**src/logic/hbs_pkg.sv**
```systemverilog
// Package with constants and types of the holding brake sequencer
//
// Overview of operation
// - Enabling power stage releases brake automatically
// - Operation Enabled waits for full release delay
// - Disabling power stage applies brake automatically
// - Current stays on during nameplate apply delay
// - Current cut only after total apply delay
// - Extra release delay: signed ms, 0..400
// - Extra apply delay: signed ms, 0..1000
// - Delay writes rejected while power stage enabled
// - New delay values used at next enable
// - Manual release only in states 3, 4, 9
// - Manual apply only at motor standstill
// - Enabling keeps manually applied brake applied
// - Manual apply overrides every release source
// - Jog cancel applies brake, disables power stage
// - Manual codes 0/1/2; 0 needed before 1
package hbs_pkg;

    localparam int unsigned HBS_CLK_PERIOD_NS = 20;
    localparam int unsigned HBS_MS_NS = 1000000;
    localparam int unsigned HBS_CYC_PER_MS = HBS_MS_NS / HBS_CLK_PERIOD_NS;

    localparam logic [15:0] HBS_OFS_EXTRA_RELEASE = 16'h050e;
    localparam logic [15:0] HBS_OFS_EXTRA_APPLY = 16'h0510;
    localparam logic [15:0] HBS_OFS_MANUAL_CTL = 16'h0814;

    localparam logic [15:0] HBS_RST_EXTRA_RELEASE = 16'h0000;
    localparam logic [15:0] HBS_RST_EXTRA_APPLY = 16'h0000;
    localparam logic [1:0] HBS_RST_MANUAL_CTL = 2'h0;

    localparam logic signed [15:0] HBS_EXTRA_MIN = 16'sh0000;
    localparam logic signed [15:0] HBS_EXTRA_RELEASE_MAX = 16'sh0190;
    localparam logic signed [15:0] HBS_EXTRA_APPLY_MAX = 16'sh03e8;

    localparam logic [1:0] HBS_MAN_AUTO = 2'h0;
    localparam logic [1:0] HBS_MAN_RELEASE = 2'h1;
    localparam logic [1:0] HBS_MAN_APPLY = 2'h2;

    localparam logic [3:0] HBS_OPST_SWITCH_ON_DISABLED = 4'h3;
    localparam logic [3:0] HBS_OPST_READY_TO_SWITCH_ON = 4'h4;
    localparam logic [3:0] HBS_OPST_FAULT = 4'h9;

    typedef enum logic [1:0] {
        HBS_OFF,
        HBS_RELEASING,
        HBS_ENABLED,
        HBS_APPLYING
    } hbs_state_t;

endpackage

```
**src/logic/hbs_cfg_if.sv**
```systemverilog
// Interface carrying settings from the register file to the sequencer
`timescale 1ns/1ns
`default_nettype none
interface hbs_cfg_if;
    logic signed [15:0] extra_release;
    logic signed [15:0] extra_apply;
    logic [1:0] manual_ctl;
    logic stage_enabled;

    modport regs (
        output extra_release,
        output extra_apply,
        output manual_ctl,
        input stage_enabled
    );
    modport core (
        input extra_release,
        input extra_apply,
        input manual_ctl,
        output stage_enabled
    );
endinterface
`default_nettype wire

```
**src/logic/hbs_ms_timer.sv**
```systemverilog
// Millisecond timer for brake release and apply delays
`timescale 1ns/1ns
`default_nettype none
module hbs_ms_timer
    import hbs_pkg::*;
#(
    parameter int unsigned CYC_PER_MS = HBS_CYC_PER_MS
) (
    input wire logic clk_i,
    input wire logic sys_rst_i,
    input wire logic clear_i,
    output logic [16:0] ms_count_o
);

    logic [31:0] cyc;

    // Prescaler restarts with the count so every delay begins on a full ms
    always_ff @(posedge clk_i) begin
        if (sys_rst_i || clear_i) begin
            cyc <= 32'h0000_0000;
        end else if (cyc == CYC_PER_MS - 1) begin
            cyc <= 32'h0000_0000;
        end else begin
            cyc <= cyc + 32'h0000_0001;
        end
    end

    // Saturates instead of wrapping, so a long wait never looks short
    always_ff @(posedge clk_i) begin
        if (sys_rst_i || clear_i) begin
            ms_count_o <= 17'h00000;
        end else if (cyc == CYC_PER_MS - 1 && ms_count_o != 17'h1ffff) begin
            ms_count_o <= ms_count_o + 17'h00001;
        end
    end

endmodule
`default_nettype wire

```
**src/logic/hbs_param_regs.sv**
```systemverilog
// Parameter registers of the holding brake sequencer
`timescale 1ns/1ns
`default_nettype none
module hbs_param_regs
    import hbs_pkg::*;
(
    input wire logic clk_i,
    input wire logic sys_rst_i,
    input wire logic reg_wr_i,
    input wire logic reg_rd_i,
    input wire logic [15:0] reg_addr_i,
    input wire logic [15:0] reg_wdata_i,
    output logic [15:0] reg_rdata_o,
    output logic reg_ack_o,
    output logic reg_err_o,
    hbs_cfg_if.regs cfg
);

    logic signed [15:0] wsig;
    logic hit_rel;
    logic hit_app;
    logic hit_man;
    logic rel_ok;
    logic app_ok;
    logic man_ok;
    logic wr_ok;

    assign wsig = $signed(reg_wdata_i);
    assign hit_rel = reg_addr_i == HBS_OFS_EXTRA_RELEASE;
    assign hit_app = reg_addr_i == HBS_OFS_EXTRA_APPLY;
    assign hit_man = reg_addr_i == HBS_OFS_MANUAL_CTL;
    // Range and power stage checks
    assign rel_ok = hit_rel && !cfg.stage_enabled
        && wsig >= HBS_EXTRA_MIN && wsig <= HBS_EXTRA_RELEASE_MAX;
    assign app_ok = hit_app && !cfg.stage_enabled
        && wsig >= HBS_EXTRA_MIN && wsig <= HBS_EXTRA_APPLY_MAX;
    // Going from manual apply straight to manual release is refused
    assign man_ok = hit_man && reg_wdata_i <= 16'h0002
        && !(reg_wdata_i[1:0] == HBS_MAN_RELEASE
             && cfg.manual_ctl == HBS_MAN_APPLY);
    assign wr_ok = rel_ok || app_ok || man_ok;

    always_ff @(posedge clk_i) begin
        if (sys_rst_i) begin
            cfg.extra_release <= HBS_RST_EXTRA_RELEASE;
            cfg.extra_apply <= HBS_RST_EXTRA_APPLY;
        end else if (reg_wr_i) begin
            if (rel_ok) begin
                cfg.extra_release <= wsig;
            end
            if (app_ok) begin
                cfg.extra_apply <= wsig;
            end
        end
    end

    always_ff @(posedge clk_i) begin
        if (sys_rst_i) begin
            cfg.manual_ctl <= HBS_RST_MANUAL_CTL;
        end else if (reg_wr_i && man_ok) begin
            cfg.manual_ctl <= reg_wdata_i[1:0];
        end
    end

    // Write wins if both strobes come together; a read of a bad address errs
    always_ff @(posedge clk_i) begin
        if (sys_rst_i) begin
            reg_ack_o <= 1'b0;
            reg_err_o <= 1'b0;
            reg_rdata_o <= 16'h0000;
        end else begin
            reg_ack_o <= reg_wr_i || reg_rd_i;
            reg_err_o <= reg_wr_i ? !wr_ok
                : (reg_rd_i && !(hit_rel || hit_app || hit_man));
            if (reg_rd_i && !reg_wr_i) begin
                if (hit_rel) begin
                    reg_rdata_o <= cfg.extra_release;
                end else if (hit_app) begin
                    reg_rdata_o <= cfg.extra_apply;
                end else if (hit_man) begin
                    reg_rdata_o <= {14'h0000, cfg.manual_ctl};
                end else begin
                    reg_rdata_o <= 16'h0000;
                end
            end
        end
    end

endmodule
`default_nettype wire

```
**src/logic/hbs_brake_seq.sv**
```systemverilog
// Holding brake sequencer: brake, motor current and enable gating
`timescale 1ns/1ns
`default_nettype none
module hbs_brake_seq
    import hbs_pkg::*;
#(
    parameter int unsigned CYC_PER_MS = HBS_CYC_PER_MS
) (
    input wire logic clk_i,
    input wire logic sys_rst_i,
    input wire logic power_stage_en_req_i,
    input wire logic jog_cancel_i,
    input wire logic [3:0] op_state_i,
    input wire logic standstill_i,
    input wire logic [15:0] nameplate_release_ms_i,
    input wire logic [15:0] nameplate_apply_ms_i,
    input wire logic brake_release_di_i,
    input wire logic brake_release_di_assigned_i,
    input wire logic reg_wr_i,
    input wire logic reg_rd_i,
    input wire logic [15:0] reg_addr_i,
    input wire logic [15:0] reg_wdata_i,
    output logic [15:0] reg_rdata_o,
    output logic reg_ack_o,
    output logic reg_err_o,
    output logic brake_release_o,
    output logic motor_current_o,
    output logic op_enable_permit_o,
    output logic jog_stopped_o
);

    hbs_cfg_if cfg ();

    hbs_state_t state;
    hbs_state_t next_state;
    logic [16:0] ms_count;
    logic [16:0] total_release;
    logic [16:0] total_apply;
    logic jog_block;
    logic eff_req;
    logic manual_apply_active;
    logic manual_release_ok;
    logic di_meta;
    logic di_sync;
    logic next_release;

    ////////////////////////////////////////////////////////////////////////
    // Register file and timer

    hbs_param_regs u_regs (
        .clk_i(clk_i),
        .sys_rst_i(sys_rst_i),
        .reg_wr_i(reg_wr_i),
        .reg_rd_i(reg_rd_i),
        .reg_addr_i(reg_addr_i),
        .reg_wdata_i(reg_wdata_i),
        .reg_rdata_o(reg_rdata_o),
        .reg_ack_o(reg_ack_o),
        .reg_err_o(reg_err_o),
        .cfg(cfg.regs)
    );

    hbs_ms_timer #(
        .CYC_PER_MS(CYC_PER_MS)
    ) u_timer (
        .clk_i(clk_i),
        .sys_rst_i(sys_rst_i),
        .clear_i(state != next_state),
        .ms_count_o(ms_count)
    );

    assign cfg.stage_enabled = state != HBS_OFF;

    ////////////////////////////////////////////////////////////////////////
    // Jog cancel and enable request

    // Cancel holds the stage off until the request itself is withdrawn
    always_ff @(posedge clk_i) begin
        if (sys_rst_i) begin
            jog_block <= 1'b0;
        end else if (jog_cancel_i) begin
            jog_block <= 1'b1;
        end else if (!power_stage_en_req_i) begin
            jog_block <= 1'b0;
        end
    end

    assign eff_req = power_stage_en_req_i && !jog_block && !jog_cancel_i;
    assign jog_stopped_o = jog_block;

    ////////////////////////////////////////////////////////////////////////
    // Sequencer

    always_comb begin
        next_state = state;
        case (state)
            HBS_OFF: begin
                if (eff_req) begin
                    next_state = HBS_RELEASING;
                end
            end
            HBS_RELEASING: begin
                if (!eff_req) begin
                    next_state = HBS_APPLYING;
                end else if (ms_count >= total_release) begin
                    next_state = HBS_ENABLED;
                end
            end
            HBS_ENABLED: begin
                if (!eff_req) begin
                    next_state = HBS_APPLYING;
                end
            end
            HBS_APPLYING: begin
                // A new request waits until the apply delay has run out
                if (ms_count >= total_apply) begin
                    next_state = HBS_OFF;
                end
            end
            default: begin
                next_state = HBS_OFF;
            end
        endcase
    end

    always_ff @(posedge clk_i) begin
        if (sys_rst_i) begin
            state <= HBS_OFF;
        end else begin
            state <= next_state;
        end
    end

    // Totals frozen at the enable edge; later writes wait for the next one
    always_ff @(posedge clk_i) begin
        if (sys_rst_i) begin
            total_release <= 17'h00000;
            total_apply <= 17'h00000;
        end else if (state == HBS_OFF && next_state == HBS_RELEASING) begin
            total_release <= {1'b0, nameplate_release_ms_i}
                + {1'b0, cfg.extra_release};
            total_apply <= {1'b0, nameplate_apply_ms_i}
                + {1'b0, cfg.extra_apply};
        end
    end

    ////////////////////////////////////////////////////////////////////////
    // Manual control and signal input

    always_ff @(posedge clk_i) begin
        if (sys_rst_i) begin
            manual_apply_active <= 1'b0;
        end else if (cfg.manual_ctl != HBS_MAN_APPLY) begin
            manual_apply_active <= 1'b0;
        end else if (standstill_i) begin
            manual_apply_active <= 1'b1;
        end
    end

    assign manual_release_ok = cfg.manual_ctl == HBS_MAN_RELEASE
        && (op_state_i == HBS_OPST_SWITCH_ON_DISABLED
            || op_state_i == HBS_OPST_READY_TO_SWITCH_ON
            || op_state_i == HBS_OPST_FAULT);

    // The pin is asynchronous to the drive clock
    always_ff @(posedge clk_i) begin
        if (sys_rst_i) begin
            di_meta <= 1'b0;
            di_sync <= 1'b0;
        end else begin
            di_meta <= brake_release_di_i;
            di_sync <= di_meta;
        end
    end

    ////////////////////////////////////////////////////////////////////////
    // Outputs

    always_comb begin
        next_release = 1'b0;
        if (state == HBS_RELEASING || state == HBS_ENABLED) begin
            next_release = 1'b1;
        end
        if (manual_release_ok) begin
            next_release = 1'b1;
        end
        if (di_sync && brake_release_di_assigned_i) begin
            next_release = 1'b1;
        end
        if (manual_apply_active) begin
            next_release = 1'b0;
        end
    end

    // Sequencer brake release follows current by a cycle; manual and input releases need no current
    always_ff @(posedge clk_i) begin
        if (sys_rst_i) begin
            brake_release_o <= 1'b0;
        end else begin
            brake_release_o <= next_release;
        end
    end

    always_ff @(posedge clk_i) begin
        if (sys_rst_i) begin
            motor_current_o <= 1'b0;
        end else begin
            motor_current_o <= next_state != HBS_OFF;
        end
    end

    always_ff @(posedge clk_i) begin
        if (sys_rst_i) begin
            op_enable_permit_o <= 1'b0;
        end else begin
            op_enable_permit_o <= next_state == HBS_ENABLED;
        end
    end

endmodule
`default_nettype wire

```
**config.mk**
```make
export PLATFORM = sky130hd
export DESIGN_NAME = hbs_brake_seq
export DESIGN_NICKNAME = d
export VERILOG_FILES = /design/src/logic/hbs_pkg.sv /design/src/logic/hbs_cfg_if.sv /design/src/logic/hbs_ms_timer.sv /design/src/logic/hbs_param_regs.sv /design/src/logic/hbs_brake_seq.sv
export SDC_FILE = /design/constraint.sdc
export NUM_CORES = 1
export LEC_CHECK = 0
export BUFFER_PORTS_ARGS = -buffer_cell sky130_fd_sc_hd__buf_2
export CAP_MARGIN = 25
export CORE_MARGIN = 2
export CORE_UTILIZATION = 50
export CTS_CLUSTER_SIZE = 30
export DETAILED_ROUTE_END_ITERATION = 8
export PLACE_DENSITY = 0.7
export SYNTH_ARGS = -nofsm -noshare
export SYNTH_HDL_FRONTEND = slang
export SYNTH_SLANG_ARGS = --single-unit
```
**constraint.sdc**
```tcl
create_clock -name clk_i -period 5.7 [get_ports clk_i]
set_input_delay 1.71 -clock clk_i [delete_from_list [all_inputs] [get_ports clk_i]]
set_output_delay 1.71 -clock clk_i [all_outputs]
set_load 0.1 [all_outputs]
```
==> run_results.csv <==
group,metric,value,unit
outcome,status,"completed",
power,power.combinational.fraction,0.152,
drt,drt-vias-per-instance,5.32,
sta,timing.slew.headroom,0.347,
logic_synthesis,postSynthRegisterBits,144,
sta,hold_slack,0.428,ns
power,sw_frac_of_total,0.306,
drt,routed_wire_length_per_instance,14.0,um
place,detailed_placer_s_ending_hpwl,13.7,mm
clocking,ctsHoldBuffers,0,
layout,drive_gt1_frac,0.148,
drt,drc,0,
worst_setup_path,crit_required,6.03,ns
global_routing,grt_remaining_overflow,0,
sta,fmaxAchievable,238,MHz
logic_synthesis,synthDominantAreaCellType,"sky130_fd_sc_hd__dfxtp_1",
layout,nFillCells,1459,
sta,timing_worst_slew_pin_value,0.975,ns
power,net-switching-power,0.783,mW
logic_synthesis,synth_edf_count,0,
worst_setup_path,ff2ff_setup_slack,2.25,ns
worst_setup_path,worstSetupStartpointType,"primary input",
sta,min_period,4.20,ns
clocking,clock_input_transition_at_the_sequential_cells_of_the_worst_setup_and_hold_paths,0.07,ns
layout,antenna_cells,0,
drt,firstDrtPassIters,5,
power,ir_worst_vdd,0.269,mV
logic_synthesis,synthesis.instances,948,
logic_synthesis,synth-async-reset-ratio,0,
worst_setup_path,timing.setup.critical_path_class,"in2reg",
drt,detail-route-antenna-nets,0,
logic_synthesis,synthDistinctLibCells,72,
logic_synthesis,mappedNetlistArea,8290,sq um
logic_synthesis,number_of_warning_messages_in_the_yosys_log,0,
floorplan,design.die.area,17600,sq um
worst_setup_path,end_kind,"register",
sta,report.final.hold_viol_count,0,
power,sequentialPowerShare,0.417,
worst_setup_path,timing.critical_path.arrival,4.53,ns
floorplan,core_area,16400,sq um
flow_run,number_of_violations_of_the_max_capacitance_limit,0,
floorplan,top_level_ports,99,
global_routing,first_global_vias,6380,
min_path,hp-class,"reg2reg",
floorplan,die_h,133,um
floorplan,placementRows,47,
floorplan,floorplan.die.width,133,um
sta,setup_viols_final,0,
place,port_buffers,98,
layout,synthToLayoutAreaGrowth,15.1,%
global_routing,grt_first_pass_wirelength,30.1,mm
logic_synthesis,synth_top_area_share,0.348,
place,finalWeightedCongestion,0.829,
clocking,clkSinkCount,144,
clocking,cts_made_buffers,17,
clocking,cts.root.buffer_cell,"sky130_fd_sc_hd__clkbuf_16",
global_routing,grt_max_degree,44,
logic_synthesis,synthFlopType,"sky130_fd_sc_hd__dfxtp_1",
drt,drtIter0Drc,250,
global_routing,grt_antenna_before_repair,0,
power,p_leak,4.18,nW
global_routing,grt_util_all_layers,0.209,
power,internal-power,1.78,mW
power,power-per-cell-area,269,nW/um^2
sta,sum_of_negative_setup_slack,0,ns
clocking,cts-htree-levels,4,
clocking,clock_tree.buffer_depth,2,
logic_synthesis,seq_area_frac_synth,0.348,
power,power_frac_clock,0.430,
drt,via_count,6798,
logic_synthesis,yosys-top-cells-area,"sky130_fd_sc_hd__dfxtp_1 35%, sky130_fd_sc_hd__ha_1 11%, sky130_fd_sc_hd__mux2i_1 7.5%, sky130_fd_sc_hd__nor2_1 7.0%, sky130_fd_sc_hd__xnor2_1 3.6%",
worst_setup_path,critical_path_peak_fanout,15,
sta,slew_viol_final,0,
drt,routed_wirelength,17.9,mm
logic_synthesis,synthesis.area_per_instance,8.74,sq um
clocking,worst_skew_pair.late_latency,0.43,ns
floorplan,start_util,0.505,
layout,num-nets-final,1197,
clocking,post_cts.resized_instances,0,
sta,finalClockSkew,0.00693,ns
logic_synthesis,mappedNetlistNets,1101,
clocking,tritoncts,"yes",
sta,grt_setup_unrepaired,"no",
clocking,post_cts_setup_buffers,0,
sta,min_period_over_period,0.737,
==> synth_stat cells (5+ instances only) <==
| cell | count |
|---|---|
| sky130_fd_sc_hd__o21bai_1 | 8 |
| sky130_fd_sc_hd__buf_6 | 5 |
| sky130_fd_sc_hd__nand2_1 | 40 |
| sky130_fd_sc_hd__xor2_1 | 32 |
| sky130_fd_sc_hd__or3_1 | 13 |
| sky130_fd_sc_hd__a21o_1 | 5 |
| sky130_fd_sc_hd__and4_1 | 7 |
| sky130_fd_sc_hd__nor2b_1 | 8 |
| sky130_fd_sc_hd__nor2_1 | 154 |
| sky130_fd_sc_hd__nor3_1 | 14 |
| sky130_fd_sc_hd__and2_1 | 22 |
| sky130_fd_sc_hd__a21oi_1 | 41 |
| sky130_fd_sc_hd__nand3_1 | 22 |
| sky130_fd_sc_hd__xnor2_1 | 34 |
| sky130_fd_sc_hd__and3_1 | 6 |
| sky130_fd_sc_hd__dfxtp_1 | 144 |
| sky130_fd_sc_hd__a31oi_1 | 5 |
| sky130_fd_sc_hd__a211oi_1 | 22 |
| sky130_fd_sc_hd__nand4_1 | 17 |
| sky130_fd_sc_hd__ha_1 | 74 |
| sky130_fd_sc_hd__nand2b_1 | 8 |
| sky130_fd_sc_hd__mux2i_1 | 62 |
| sky130_fd_sc_hd__nand3b_1 | 5 |
| sky130_fd_sc_hd__nor4_1 | 13 |
| sky130_fd_sc_hd__clkbuf_1 | 14 |
| sky130_fd_sc_hd__inv_1 | 65 |
| sky130_fd_sc_hd__o21a_1 | 5 |
| sky130_fd_sc_hd__o21ai_0 | 32 |
==> routing by layer <==
layer  global-route usage  part of all wire  up-vias  routed length [um]
met5                    0                 0        -                   0
met4               0.0800             0.020        0                 352
met3               0.0379             0.036       24                 644
met2                0.342              0.46      139                8220
met1                0.275              0.49     3105                8700
li1                     -                 -     3530                   -
==> state kept, by name, summed over array words and instances (netlist names), 2 cells and up <==
name and cells:
state 2, total_apply 17, total_release 17, u_regs.cfg.extra_apply 16, u_regs.cfg.extra_release 16, u_regs.cfg.manual_ctl 2
u_regs.reg_rdata_o 16, u_timer.cyc 32, u_timer.ms_count_o 17
==> logic make-up (layout without fill, tap and decap cells) <==
family,after synthesis,in the layout,share of synthesized area
simple gates,353,353,0.213
buf+inv,90,199,0.0457
flops,144,144,0.348
xor+xnor,66,66,0.0697
mux,63,63,0.0762
compound gates,156,156,0.131
fa+ha+maj,76,76,0.117
==> path summary, 6_finish.rpt <==
kind,startpoint,to,cells after the start
worst max-delay path,reg_addr_i[9],u_regs.cfg.extra_release[11],9
worst min-delay path,manual_apply_active,brake_release_o,1
worst max register to register,u_timer.ms_count_o[11],total_release[6],10
worst min register to register,manual_apply_active,brake_release_o,1
==> layout by cell type (no fill, tap or decap), types with 3 or more instances in the layout <==
master	count
sky130_fd_sc_hd__mux2i_1	62
sky130_fd_sc_hd__xnor2_1	34
sky130_fd_sc_hd__a31oi_1	5
sky130_fd_sc_hd__o21bai_1	8
sky130_fd_sc_hd__a21oi_1	41
sky130_fd_sc_hd__and3_1	6
sky130_fd_sc_hd__nand4_1	17
sky130_fd_sc_hd__dfxtp_1	144
sky130_fd_sc_hd__o31a_1	4
sky130_fd_sc_hd__nand3_1	22
sky130_fd_sc_hd__clkbuf_16	17
sky130_fd_sc_hd__ha_1	74
sky130_fd_sc_hd__inv_6	4
sky130_fd_sc_hd__a31o_2	3
sky130_fd_sc_hd__nor3_1	14
sky130_fd_sc_hd__nand2b_1	8
sky130_fd_sc_hd__nor4_1	13
sky130_fd_sc_hd__o31ai_1	3
sky130_fd_sc_hd__o21a_1	5
sky130_fd_sc_hd__and4_1	7
sky130_fd_sc_hd__a211oi_1	22
sky130_fd_sc_hd__or2_2	4
sky130_fd_sc_hd__nand3b_1	5
sky130_fd_sc_hd__inv_8	7
sky130_fd_sc_hd__or3_1	13
sky130_fd_sc_hd__nor2b_1	7
sky130_fd_sc_hd__a211oi_2	4
sky130_fd_sc_hd__buf_4	4
sky130_fd_sc_hd__xor2_1	32
sky130_fd_sc_hd__inv_1	65
sky130_fd_sc_hd__buf_2	98
sky130_fd_sc_hd__and2_1	22
sky130_fd_sc_hd__nand2_1	40
sky130_fd_sc_hd__a21o_1	5
sky130_fd_sc_hd__o21ai_0	32
sky130_fd_sc_hd__nor2_1	154
==> power groups by stage <==
stage	Sequential, mW	Clock (mW)	Combinational [mW]
final	1.07	1.10	0.390
after global routing	1.07	1.17	0.431
after CTS	1.07	1.13	0.391
after detailed placement	1.09	0	0.389
after global placement	1.09	0	0.384
after floorplan	1.14	0	0.247
==> worst max-delay path: stages <==
cell and delay, ns:
sky130_fd_sc_hd__buf_2 0.10, sky130_fd_sc_hd__nor3_1 0.17, sky130_fd_sc_hd__nand2_1 0.12, sky130_fd_sc_hd__or3_1 0.40, sky130_fd_sc_hd__or3_1 0.73, sky130_fd_sc_hd__or3_1 0.46
sky130_fd_sc_hd__or2_1 0.42, sky130_fd_sc_hd__nor2b_4 0.23, sky130_fd_sc_hd__and2_1 0.17
==> area by class of cell <==
| class | instances | area [sq um] | area share |
|---|---|---|---|
| clock buffer | 17 | 425 | 0.0446 |
| clock inverter | 15 | 163 | 0.0171 |
| inverter | 65 | 244 | 0.0256 |
| multi-input combinational | 714 | 5030 | 0.527 |
| sequential | 144 | 2880 | 0.302 |
| tap | 220 | 275 | 0.0289 |
| timing repair buffer | 102 | 520 | 0.0546 |
==> stage by stage <==
stage	instances	area, sq um	setup slack (ns)	power [mW]	util
floorplan	948	8290	1.76	1.39	-
global placement	1245	8950	1.09	1.47	0.546
detailed placement	1245	8950	1.03	1.48	0.546
CTS	1277	9540	1.50	2.59	0.581
global route	1277	9540	1.35	2.68	0.581
finish	1277	9540	1.50	2.56	0.581
(Power assumes the default switching activity.)
